### src/hdl/rtcf_pkg.sv
package rtcf_pkg;

	// ----------------------------------------------------------------
	// Register map (register indices, byte address is four times these)
	// ----------------------------------------------------------------
	localparam int              IDX_WIDTH       = 8;
	localparam int              ADDR_LSB        = 2;
	localparam logic [7:0]      IDX_CORE_STATUS = 8'h83;
	localparam logic [7:0]      IDX_POWER_CTRL  = 8'h8E;
	localparam logic [7:0]      IDX_IRQ_STATUS  = 8'h90;
	localparam logic [7:0]      IDX_IRQ_MASK    = 8'h91;
	localparam logic [7:0]      IDX_CONFIG      = 8'h92;
	localparam logic [7:0]      IDX_NONE        = 8'h00;

	// ----------------------------------------------------------------
	// Field positions and reset values
	// ----------------------------------------------------------------
	localparam int              STATUS_TIMEOUT_BIT   = 4;
	localparam int              STATUS_POWERDOWN_BIT = 3;
	localparam int              PCTRL_POWERON_BIT    = 1;
	localparam int              PCTRL_BROWNOUT_BIT   = 0;
	localparam logic [7:0]      PCTRL_POR_VALUE      = 8'h01;
	localparam int              CFG_OSC_LSB          = 0;
	localparam int              CFG_PWRUP_EN_N_BIT   = 2;
	localparam int              CFG_BROWN_EN_BIT     = 3;
	localparam int              CFG_WIDTH            = 4;
	localparam logic [3:0]      CFG_RESET            = 4'h9;
	localparam int              IRQ_WIDTH            = 4;
	localparam int              IRQ_BROWNOUT         = 0;
	localparam int              IRQ_WATCHDOG         = 1;
	localparam int              IRQ_WAKE             = 2;
	localparam int              IRQ_READY            = 3;
	localparam logic [3:0]      IRQ_RESET            = 4'h0;

	// ----------------------------------------------------------------
	// Timing
	// ----------------------------------------------------------------
	localparam int              CNT_WIDTH       = 32;
	localparam longint          CLK_PERIOD_PS   = 5000;
	localparam longint          TOSC_PS         = CLK_PERIOD_PS;
	localparam longint          PWRUP_TIME_MS   = 72;
	localparam longint          PS_PER_MS       = 64'd1_000_000_000;
	localparam int              PWRUP_CYCLES    =
		int'((PWRUP_TIME_MS * PS_PER_MS + CLK_PERIOD_PS - 1) / CLK_PERIOD_PS);
	localparam longint          OSC_START_TOSC  = 1024;
	localparam int              OSC_START_CYCLES =
		int'((OSC_START_TOSC * TOSC_PS + CLK_PERIOD_PS - 1) / CLK_PERIOD_PS);

	// ----------------------------------------------------------------
	// Types
	// ----------------------------------------------------------------
	typedef enum logic [1:0] {
		OSC_LOW_POWER  = 2'b00,
		OSC_CRYSTAL    = 2'b01,
		OSC_HIGH_SPEED = 2'b10,
		OSC_RES_CAP    = 2'b11
	} rtcf_osc_e;

	typedef enum logic [2:0] {
		ST_POWERUP_DELAY = 3'b000,
		ST_OSC_STARTUP   = 3'b001,
		ST_HOLD          = 3'b010,
		ST_RUN           = 3'b011,
		ST_SLEEP         = 3'b100,
		ST_WAKE          = 3'b101,
		ST_BROWNOUT      = 3'b110,
		ST_START         = 3'b111
	} rtcf_state_e;

endpackage

### src/hdl/rtcf_sequencer.sv
`timescale 1ns/10ps
`default_nettype none

module rtcf_sequencer #(
	parameter int unsigned PWRUP_CYCLES     = rtcf_pkg::PWRUP_CYCLES,
	parameter int unsigned OSC_START_CYCLES = rtcf_pkg::OSC_START_CYCLES,
	parameter logic [3:0]  CFG_POWER_ON     = rtcf_pkg::CFG_RESET
) (
	input  wire logic        clk,
	input  wire logic        rst_n,
	input  wire logic        masterClearN,
	input  wire logic        brownoutDetect,
	input  wire logic        watchdogTimeout,
	input  wire logic        clearWatchdog,
	input  wire logic        sleepEnter,
	input  wire logic        wakeEvent,
	output logic             coreResetN,
	output logic             coreRun,
	output logic             irq,
	input  wire logic        hsel,
	input  wire logic [31:0] haddr,
	input  wire logic [1:0]  htrans,
	input  wire logic        hwrite,
	input  wire logic [2:0]  hsize,
	input  wire logic [31:0] hwdata,
	input  wire logic        hready,
	output logic             hreadyout,
	output logic             hresp,
	output logic [31:0]      hrdata
);

	// ----------------------------------------------------------------
	// State
	// ----------------------------------------------------------------
	typedef struct packed {
		rtcf_pkg::rtcf_state_e        state;
		logic [31:0]                  count;
		logic                         coreResetN;
		logic                         coreRun;
		logic                         timeoutFlagN;
		logic                         powerdownFlagN;
		logic                         powerOnFlagN;
		logic                         brownoutFlagN;
		logic [3:0]                   cfgBits;
		logic [3:0]                   irqStatus;
		logic [3:0]                   irqMask;
		logic [1:0]                   pinClrSync;
		logic [1:0]                   brownSync;
		logic                         dataPhase;
		logic                         dataWrite;
		logic [7:0]                   dataIdx;
		logic [31:0]                  rdata;
	} rtcf_regs_s;

	localparam rtcf_regs_s REGS_RESET = '{
		state:          rtcf_pkg::ST_START,
		count:          32'h0000_0000,
		coreResetN:     1'b0,
		coreRun:        1'b0,
		timeoutFlagN:   1'b1,
		powerdownFlagN: 1'b1,
		powerOnFlagN:   rtcf_pkg::PCTRL_POR_VALUE[rtcf_pkg::PCTRL_POWERON_BIT],
		brownoutFlagN:  rtcf_pkg::PCTRL_POR_VALUE[rtcf_pkg::PCTRL_BROWNOUT_BIT],
		cfgBits:        CFG_POWER_ON,
		irqStatus:      rtcf_pkg::IRQ_RESET,
		irqMask:        rtcf_pkg::IRQ_RESET,
		pinClrSync:     2'h0,
		brownSync:      2'h0,
		dataPhase:      1'b0,
		dataWrite:      1'b0,
		dataIdx:        rtcf_pkg::IDX_NONE,
		rdata:          32'h0000_0000
	};

	localparam logic [31:0] PWRUP_LOAD = 32'(PWRUP_CYCLES - 1);
	localparam logic [31:0] OSC_LOAD   = 32'(OSC_START_CYCLES - 1);

	rtcf_regs_s             r;
	rtcf_regs_s             next_r;
	rtcf_pkg::rtcf_osc_e    oscMode;
	logic                   powerUpDelayEnableN;
	logic                   brownoutDetectEnable;
	logic                   clearPinHigh;
	logic                   brownNow;
	logic                   addrMapped;
	logic [3:0]             irqSet;
	logic [3:0]             irqClear;

	// ----------------------------------------------------------------
	// Helpers
	// ----------------------------------------------------------------
	function automatic logic delayNeeded(input logic powerUp, input logic enableN);
		return !enableN || !powerUp;
	endfunction

	function automatic logic oscCountNeeded(input rtcf_pkg::rtcf_osc_e mode);
		return mode != rtcf_pkg::OSC_RES_CAP;
	endfunction

	function automatic logic coreOutOfReset(input rtcf_pkg::rtcf_state_e st);
		return st == rtcf_pkg::ST_RUN || st == rtcf_pkg::ST_SLEEP || st == rtcf_pkg::ST_WAKE;
	endfunction

	assign oscMode              = rtcf_pkg::rtcf_osc_e'(r.cfgBits[rtcf_pkg::CFG_OSC_LSB +: 2]);
	assign powerUpDelayEnableN  = r.cfgBits[rtcf_pkg::CFG_PWRUP_EN_N_BIT];
	assign brownoutDetectEnable = r.cfgBits[rtcf_pkg::CFG_BROWN_EN_BIT];
	assign clearPinHigh         = r.pinClrSync[1];
	assign brownNow             = r.brownSync[1] && brownoutDetectEnable;
	assign addrMapped           = haddr[31:10] == 22'h00_0000 && haddr[1:0] == 2'h0;

	// ----------------------------------------------------------------
	// Next state
	// ----------------------------------------------------------------
	always_comb begin
		next_r           = r;
		irqSet           = 4'h0;
		irqClear         = 4'h0;
		next_r.pinClrSync = {r.pinClrSync[0], masterClearN};
		next_r.brownSync = {r.brownSync[0], brownoutDetect};

		// Bus writes land first so that hardware events override them
		if (r.dataPhase && r.dataWrite) begin
			unique case (r.dataIdx)
				rtcf_pkg::IDX_POWER_CTRL: begin
					next_r.powerOnFlagN  = hwdata[rtcf_pkg::PCTRL_POWERON_BIT];
					next_r.brownoutFlagN = hwdata[rtcf_pkg::PCTRL_BROWNOUT_BIT];
				end
				rtcf_pkg::IDX_IRQ_MASK: begin
					next_r.irqMask = hwdata[rtcf_pkg::IRQ_WIDTH-1:0];
				end
				rtcf_pkg::IDX_CONFIG: begin
					next_r.cfgBits = hwdata[rtcf_pkg::CFG_WIDTH-1:0];
				end
				default: begin
				end
			endcase
		end

		unique case (r.state)
			rtcf_pkg::ST_START: begin
				if (delayNeeded(1'b1, powerUpDelayEnableN)) begin
					next_r.state = rtcf_pkg::ST_POWERUP_DELAY;
					next_r.count = PWRUP_LOAD;
				end else if (oscCountNeeded(oscMode)) begin
					next_r.state = rtcf_pkg::ST_OSC_STARTUP;
					next_r.count = OSC_LOAD;
				end else begin
					next_r.state = rtcf_pkg::ST_HOLD;
					irqSet[rtcf_pkg::IRQ_READY] = 1'b1;
				end
			end
			rtcf_pkg::ST_POWERUP_DELAY: begin
				if (r.count != 32'h0000_0000) begin
					next_r.count = r.count - 32'h0000_0001;
				end else if (oscCountNeeded(oscMode)) begin
					next_r.state = rtcf_pkg::ST_OSC_STARTUP;
					next_r.count = OSC_LOAD;
				end else begin
					next_r.state = rtcf_pkg::ST_HOLD;
					irqSet[rtcf_pkg::IRQ_READY] = 1'b1;
				end
			end
			rtcf_pkg::ST_OSC_STARTUP: begin
				if (r.count != 32'h0000_0000) begin
					next_r.count = r.count - 32'h0000_0001;
				end else begin
					next_r.state = rtcf_pkg::ST_HOLD;
					irqSet[rtcf_pkg::IRQ_READY] = 1'b1;
				end
			end
			rtcf_pkg::ST_HOLD: begin
				if (clearPinHigh) begin
					next_r.state = rtcf_pkg::ST_RUN;
				end
			end
			rtcf_pkg::ST_RUN: begin
				if (!clearPinHigh) begin
					next_r.state = rtcf_pkg::ST_HOLD;
				end else if (watchdogTimeout) begin
					next_r.state        = rtcf_pkg::ST_HOLD;
					next_r.timeoutFlagN = 1'b0;
					irqSet[rtcf_pkg::IRQ_WATCHDOG] = 1'b1;
				end else if (sleepEnter) begin
					next_r.state          = rtcf_pkg::ST_SLEEP;
					next_r.timeoutFlagN   = 1'b1;
					next_r.powerdownFlagN = 1'b0;
				end else if (clearWatchdog) begin
					next_r.timeoutFlagN   = 1'b1;
					next_r.powerdownFlagN = 1'b1;
				end
			end
			rtcf_pkg::ST_SLEEP: begin
				if (!clearPinHigh) begin
					next_r.state          = rtcf_pkg::ST_HOLD;
					next_r.timeoutFlagN   = 1'b1;
					next_r.powerdownFlagN = 1'b0;
				end else if (watchdogTimeout || wakeEvent) begin
					if (watchdogTimeout) begin
						next_r.timeoutFlagN = 1'b0;
						irqSet[rtcf_pkg::IRQ_WATCHDOG] = 1'b1;
					end
					irqSet[rtcf_pkg::IRQ_WAKE] = 1'b1;
					if (oscCountNeeded(oscMode)) begin
						next_r.state = rtcf_pkg::ST_WAKE;
						next_r.count = OSC_LOAD;
					end else begin
						next_r.state = rtcf_pkg::ST_RUN;
					end
				end
			end
			rtcf_pkg::ST_WAKE: begin
				if (!clearPinHigh) begin
					next_r.state          = rtcf_pkg::ST_HOLD;
					next_r.timeoutFlagN   = 1'b1;
					next_r.powerdownFlagN = 1'b0;
				end else if (r.count != 32'h0000_0000) begin
					next_r.count = r.count - 32'h0000_0001;
				end else begin
					next_r.state = rtcf_pkg::ST_RUN;
				end
			end
			rtcf_pkg::ST_BROWNOUT: begin
				if (!brownNow) begin
					next_r.state = rtcf_pkg::ST_POWERUP_DELAY;
					next_r.count = PWRUP_LOAD;
				end
			end
		endcase

		// Brown-out overrides every other state
		if (brownNow) begin
			next_r.state          = rtcf_pkg::ST_BROWNOUT;
			next_r.brownoutFlagN  = 1'b0;
			next_r.timeoutFlagN   = 1'b1;
			next_r.powerdownFlagN = 1'b1;
			if (r.state != rtcf_pkg::ST_BROWNOUT) begin
				irqSet[rtcf_pkg::IRQ_BROWNOUT] = 1'b1;
			end
		end

		next_r.coreResetN = coreOutOfReset(next_r.state);
		next_r.coreRun    = next_r.state == rtcf_pkg::ST_RUN;

		// Address phase: snapshot read data, read of interrupt status clears it
		next_r.dataPhase = 1'b0;
		if (hsel && hready && htrans[1]) begin
			next_r.dataPhase = 1'b1;
			next_r.dataWrite = hwrite;
			next_r.dataIdx   = addrMapped ? haddr[9:2] : rtcf_pkg::IDX_NONE;
			next_r.rdata     = 32'h0000_0000;
			if (!hwrite && addrMapped) begin
				unique case (haddr[9:2])
					rtcf_pkg::IDX_CORE_STATUS: begin
						next_r.rdata[rtcf_pkg::STATUS_TIMEOUT_BIT]   = next_r.timeoutFlagN;
						next_r.rdata[rtcf_pkg::STATUS_POWERDOWN_BIT] = next_r.powerdownFlagN;
					end
					rtcf_pkg::IDX_POWER_CTRL: begin
						next_r.rdata[rtcf_pkg::PCTRL_POWERON_BIT]  = next_r.powerOnFlagN;
						next_r.rdata[rtcf_pkg::PCTRL_BROWNOUT_BIT] = next_r.brownoutFlagN;
					end
					rtcf_pkg::IDX_IRQ_STATUS: begin
						next_r.rdata[rtcf_pkg::IRQ_WIDTH-1:0] = r.irqStatus;
						irqClear = r.irqStatus;
					end
					rtcf_pkg::IDX_IRQ_MASK: begin
						next_r.rdata[rtcf_pkg::IRQ_WIDTH-1:0] = next_r.irqMask;
					end
					rtcf_pkg::IDX_CONFIG: begin
						next_r.rdata[rtcf_pkg::CFG_WIDTH-1:0] = next_r.cfgBits;
					end
					default: begin
					end
				endcase
			end
		end

		// An event in the clearing cycle stays set
		next_r.irqStatus = (r.irqStatus & ~irqClear) | irqSet;
	end

	// ----------------------------------------------------------------
	// Registers
	// ----------------------------------------------------------------
	always_ff @(posedge clk or negedge rst_n) begin
		if (!rst_n) begin
			r <= REGS_RESET;
		end else begin
			r <= next_r;
		end
	end

	assign coreResetN = r.coreResetN;
	assign coreRun    = r.coreRun;
	assign irq        = |(r.irqStatus & r.irqMask);
	assign hreadyout  = 1'b1;
	assign hresp      = 1'b0;
	assign hrdata     = r.rdata;
endmodule

`default_nettype wire

### config.mk
export PLATFORM = sky130hd
export DESIGN_NAME = rtcf_sequencer
export DESIGN_NICKNAME = d
export VERILOG_FILES = /design/src/hdl/rtcf_pkg.sv /design/src/hdl/rtcf_sequencer.sv
export SDC_FILE = /design/constraint.sdc
export NUM_CORES = 1
export LEC_CHECK = 0
export BUFFER_PORTS_ARGS = -buffer_cell sky130_fd_sc_hd__buf_2
export CORE_MARGIN = 2
export CORE_UTILIZATION = 30
export DETAILED_ROUTE_END_ITERATION = 7
export PLACE_DENSITY = 0.58
export SYNTH_ARGS = -nofsm -noshare
export SYNTH_HDL_FRONTEND = slang
export SYNTH_SLANG_ARGS = --single-unit
### constraint.sdc
create_clock -name clk -period 2.9 [get_ports clk]
set_input_delay 0.29 -clock clk [delete_from_list [all_inputs] [get_ports clk]]
set_output_delay 0.29 -clock clk [all_outputs]
set_load 0.1 [all_outputs]
; Word level (Yosys, flattened, before mapping)
; Index checks and enable logic that the tools add are counted.
[totals]
regBits = 72
input_bits = 80
out_inout_bits = 37
[classes]
add_sub_neg = 1
n_eq_ne = 24
n_mux = 63
bitwise_logic = 4
n_reduce_logical = 17
[ops]
columns = operator, n
row1 = case mux 32 bit (6 select lines), 1
row2 = 2-to-1 mux 32 bit, 5
row3 = 2-to-1 mux 35 bit, 2
row4 = equality test 8 bit (second input constant), 8
row5 = 2-to-1 mux 42 bit, 1
row6 = 2-to-1 mux 34 bit, 1
row7 = 2-to-1 mux 3 bit, 11
row8 = nonzero test 32 bit, 1
row9 = subtractor 32 x 1 -> 32 bit (second input constant), 1
row10 = 2-to-1 mux 4 bit, 6
row11 = case mux 3 bit (8 select lines), 1
row12 = zero test 22 bit, 1
row13 = equality test 3 bit (second input constant), 6
row14 = 2-to-1 mux 2 bit, 9
row15 = 2-to-1 mux 1 bit, 17
row16 = inequality test 2 bit (second input constant), 5
row17 = equality test 3 x 2 -> 1 bit (second input constant), 3
row18 = AND 4 bit, 2
row19 = 2-to-1 mux 8 bit, 1
row20 = case mux 2 bit (4 select lines), 1
row21 = logical AND 1 bit, 6
row22 = 2-to-1 mux 6 bit, 1
row23 = case mux 1 bit (3 select lines), 2
row24 = case mux 2 bit (3 select lines), 1
row25 = 14 further kinds, 16

; Logic depth before layout (Yosys ltp)
[depth]
ltp_word = 9
depth_mapped = 10

; Worst setup path before layout
; Ideal clock, no wire load.
[synth_path]
path_type = register -> register
startpoint = reg r[78] (netlist name)
endpoint = reg r[77] (netlist name)
arrival_ns = 2.295
path_slack_ns = 0.479
stages_incl_launch_ff = 9
path_cell_list = dfrtp_1 or4_1 buf_2 nand2b_4 buf_6 nor4_4 o31a_1 nand2_1 a311o_1
[synth_via]
elab_chain_len = 4
elab_cells_between_ends = 5
cone_classes = 4 x mux / 1 x reduce/logical
[synth_lines]
columns = item, line
row1 = from (decl), rtcf_sequencer.sv:78  ; rtcf_regs_s r;
row2 = from (signal assigned), rtcf_sequencer.sv:288  ; r <= next_r;
row3 = nonzero test 32 bit (*), "rtcf_sequencer.sv:153, rtcf_sequencer.sv:164, rtcf_sequencer.sv:216"
row4 = 2-to-1 mux 32 bit (2 in series), -
row5 = case mux 32 bit (6 select lines) (*), rtcf_sequencer.sv:139  ; unique case (r.state)
; Every way passes the cells marked *; elsewhere a longest branch is shown, timed or not. The select of a mux whose other input is x is not followed.
; A chain may end at the register's enable or synchronous reset.

; Worst setup path in the final report
[layout_path]
startpoint = reg r[97] (netlist name)
endpoint = reg r[76] (netlist name)
[layout_via]
elab_chain_len = 3
elab_cells_between_ends = 13
cone_classes = 9 x eq/ne / 1 x mux / 3 x reduce/logical
[layout_lines]
columns = item, line
row1 = equality test 3 bit (tied with other cells), rtcf_sequencer.sv:139
row2 = nonzero test 6 bit (no line) / inequality test 2 bit (equally long branches), -
row3 = AND reduction 5 bit (no line), -
; Several ways; a longest one is shown, not always the timed one.

==> flow_summary.toml <==
[run_status]
outcome = "finished clean"

[timing]
fin_setup_tns_ps = 0
maxSlewHeadroom_pct = 38.94
rsz0062_at_grt = "no"
finalSetupViolCount = 0
report.final.slew_viol_count = 0
max_freq_mhz = 368.9
finalHoldViolCount = 0
period_share_pct = 93.47
fin_hold_ws_ps = 52.13
tightest_slew_ps = 915.9
fin_crit_ps = 2711
skew_ps = 7.771

[critical_path]
cp_cell_sequence = "or4b_2 -> a21oi_1 -> or3_1 -> nor3_2 -> o21ai_0 -> a311o_1"
cp.required_ps = 3130
regToRegEndpoint = "r[76]"
cp-end-kind = "flip-flop"
path_class = "flip-flop to flip-flop"
critPathLaunchType = "flip-flop"
regToRegStartpoint = "r[97]"
critPathMaxFanout = 10
max_stage_delay_ps = 640
r2r_cells = 6
cp_slowest_cell = "nor3_2"
reg2reg_slack_ps = 190
cp_data_arrival_time_ps = 2940

[logic_synthesis]
synth.area.top_cells = "dfrtp_1 (34%), buf_4 (5.4%), dfstp_2 (4.5%)"
synth_cell_types = 72
async_flop_share_pct = 100.0
synth_flop_cell = "dfrtp_1"
synth_edf_count = 0
synth_seq_area_share_pct = 38.42
synth-seq-cells = 72
syn_area_um2 = 4716
yosysWarnings = 0
yosysTopAreaCell = "dfrtp_1"
syn_inst = 518
synth_top_area_share_pct = 33.96
postSynthAreaPerCell_um2 = 9.104

[min_path]
worstHoldPathType = "input port to flip-flop"
min_from = "masterClearN"
hold_end = "next_r[45]"
whs_path_depth = 1

[die]
core_area_um2 = 15260
die-area_um2 = 16740
die_h_um = 129.4
die_w_um = 129.4
pin_count = 117
rows = 45
start_util_pct = 30.91

[clock_network]
cts_root_buffer = "clkbuf_16"
cts_tree = "built"
ctsHoldBuffers = 0
clockBufferDepth = 2
post_cts_buffers = 0
cts-buffers-inserted = 9
path_clk_slew_ps = 60
worst_skew_pair.late_latency_ps = 350
clock_sinks = 72
h-tree-depth = 3
cts_resized = 0

[placement]
dp.final_hpwl_um = 9611
numPortBuffers = 55
place_congestion = 0.8822

[global_route]
grt_pass1_wl_um = 21130
grt_max_degree = 73
grt_pass1_vias = 4248
groute.usage.overall_pct = 16.01
antenna_found_initial = 0
gr-total-overflow = 0

[flow_run]
maxCapViolCount = 0

[route]
drc = 0
vias = 4340
drt_iter0_markers = 344
viasPerCell = 5.466
ant_nets = 0
routed_wl_um = 12910
avgRoutedWirePerCell_um = 16.26
firstDrtPassIters = 6

[final_layout]
num_antenna_cells = 0
area_growth_syn_to_layout_pct = 16.45
layout.nets = 660
layout-drive-gt1-share_pct = 22.30

[power]
p_per_area_nw_per_um2 = 447.6
ir_worst_vdd_mv = 0.2788
total_leakage_power_nw = 2.332
## synth_stat cells (5+ instances only)
library cell and n:
dfrtp_1 64, mux2_2 9, buf_4 34, inv_1 8, and3_1 6, nand2b_1 11
nand4_1 11, a22oi_1 5, nor3_1 19, nor4_1 14, or4_1 7, o221ai_1 6
o211ai_1 5, and2_1 5, clkbuf_1 14, nor2b_1 5, nor2_1 36, xor2_1 5
a21oi_1 15, a21o_1 7, mux2i_1 5, nand2_1 37, a22o_1 10, o21ai_0 26
or3_1 10, o31ai_1 10, o21a_1 8, a211oi_1 5, nand3_1 28, dfstp_2 8
## report_power, final
| part | internal [mW] | switching (mW) | total (mW) |
|---|---|---|---|
| Combinational | 0.0305 | 0.210 | 0.241 |
| Clock | 0.757 | 0.445 | 1.20 |
| Sequential | 1.01 | 0.00371 | 1.01 |
## routing by layer
layer	track usage, %	vias to the layer above	wire length [um]
li1	-	2035	-
met1	21.01	2093	5683
met2	25.67	186	6033
met3	4.005	26	883
met4	5.754	0	309
met5	0	-	0
## worst max path at each step
stage | start | end | slack, ps
after floorplan | r[78] | r[77] | 480
after global placement | r[97] | r[76] | 260
after detailed placement | r[97] | r[76] | 220
after CTS | r[97] | r[76] | 220
after global routing | r[97] | r[76] | 100
final | r[97] | r[76] | 190
## cells in the final DEF (no fill, tap or decap), drive strengths merged, types with 6 or more instances in the layout
cell    count
buf        77
dfrtp      64
nand2      37
nor2       36
conb       29
nand3      28
o21ai      28
nor3       22
nor4       20
a21oi      15
nand2b     12
nand4      12
o31ai      11
or3        10
a22o       10
clkbuf     10
mux2        9
inv         9
o21a        8
dfstp       8
or4         7
a21o        7
and3        6
o221ai      6
## cells by family after synthesis
group	synth area share, %
multiplexers	3.211
flip-flops	38.42
AND/OR/NAND/NOR	26.93
XOR/XNOR	1.671
AO/OA/AOI/OAI	20.93
adder cells (fa/ha/maj)	0.5306
buffers and inverters	8.145
other	0.1593
## critical path: cells and delay by family, from the launching register on
family,cells,cell delay [ps]
AND/OR/NAND/NOR,3,1200
AO/OA/AOI/OAI,3,780
flip-flops,1,620
## registers in the layout (all words and copies together) (netlist names)
name / flops
r: 58
hrdata: 5
next_r: 2
oscMode: 2
brownoutDetectEnable: 1
clearPinHigh: 1
coreResetN: 1
coreRun: 1
powerUpDelayEnableN: 1
## per-stage QoR
step	utilization [%]	instances	setup slack [ps]	area [um2]	power, mW
floorplan	-	545	478.6	4817	1.242
global placement	33.88	778	262.3	5170	1.274
detailed placement	33.88	778	217.5	5170	1.275
CTS	35.99	794	215.5	5492	2.491
global route	35.99	794	97.81	5492	2.546
finish	35.99	794	189.4	5492	2.458
## area by class of cell
cell class	instances	area, um2
sequential	72	1812
fill	1571	9767
clock buffer	10	229.0
clock inverter	6	92.59
multi-input combinational	410	2621
inverter	8	30.03
timing repair buffer	77	442.9
tap	211	264.0
Note: power is estimated with default switching activity, not from simulation.
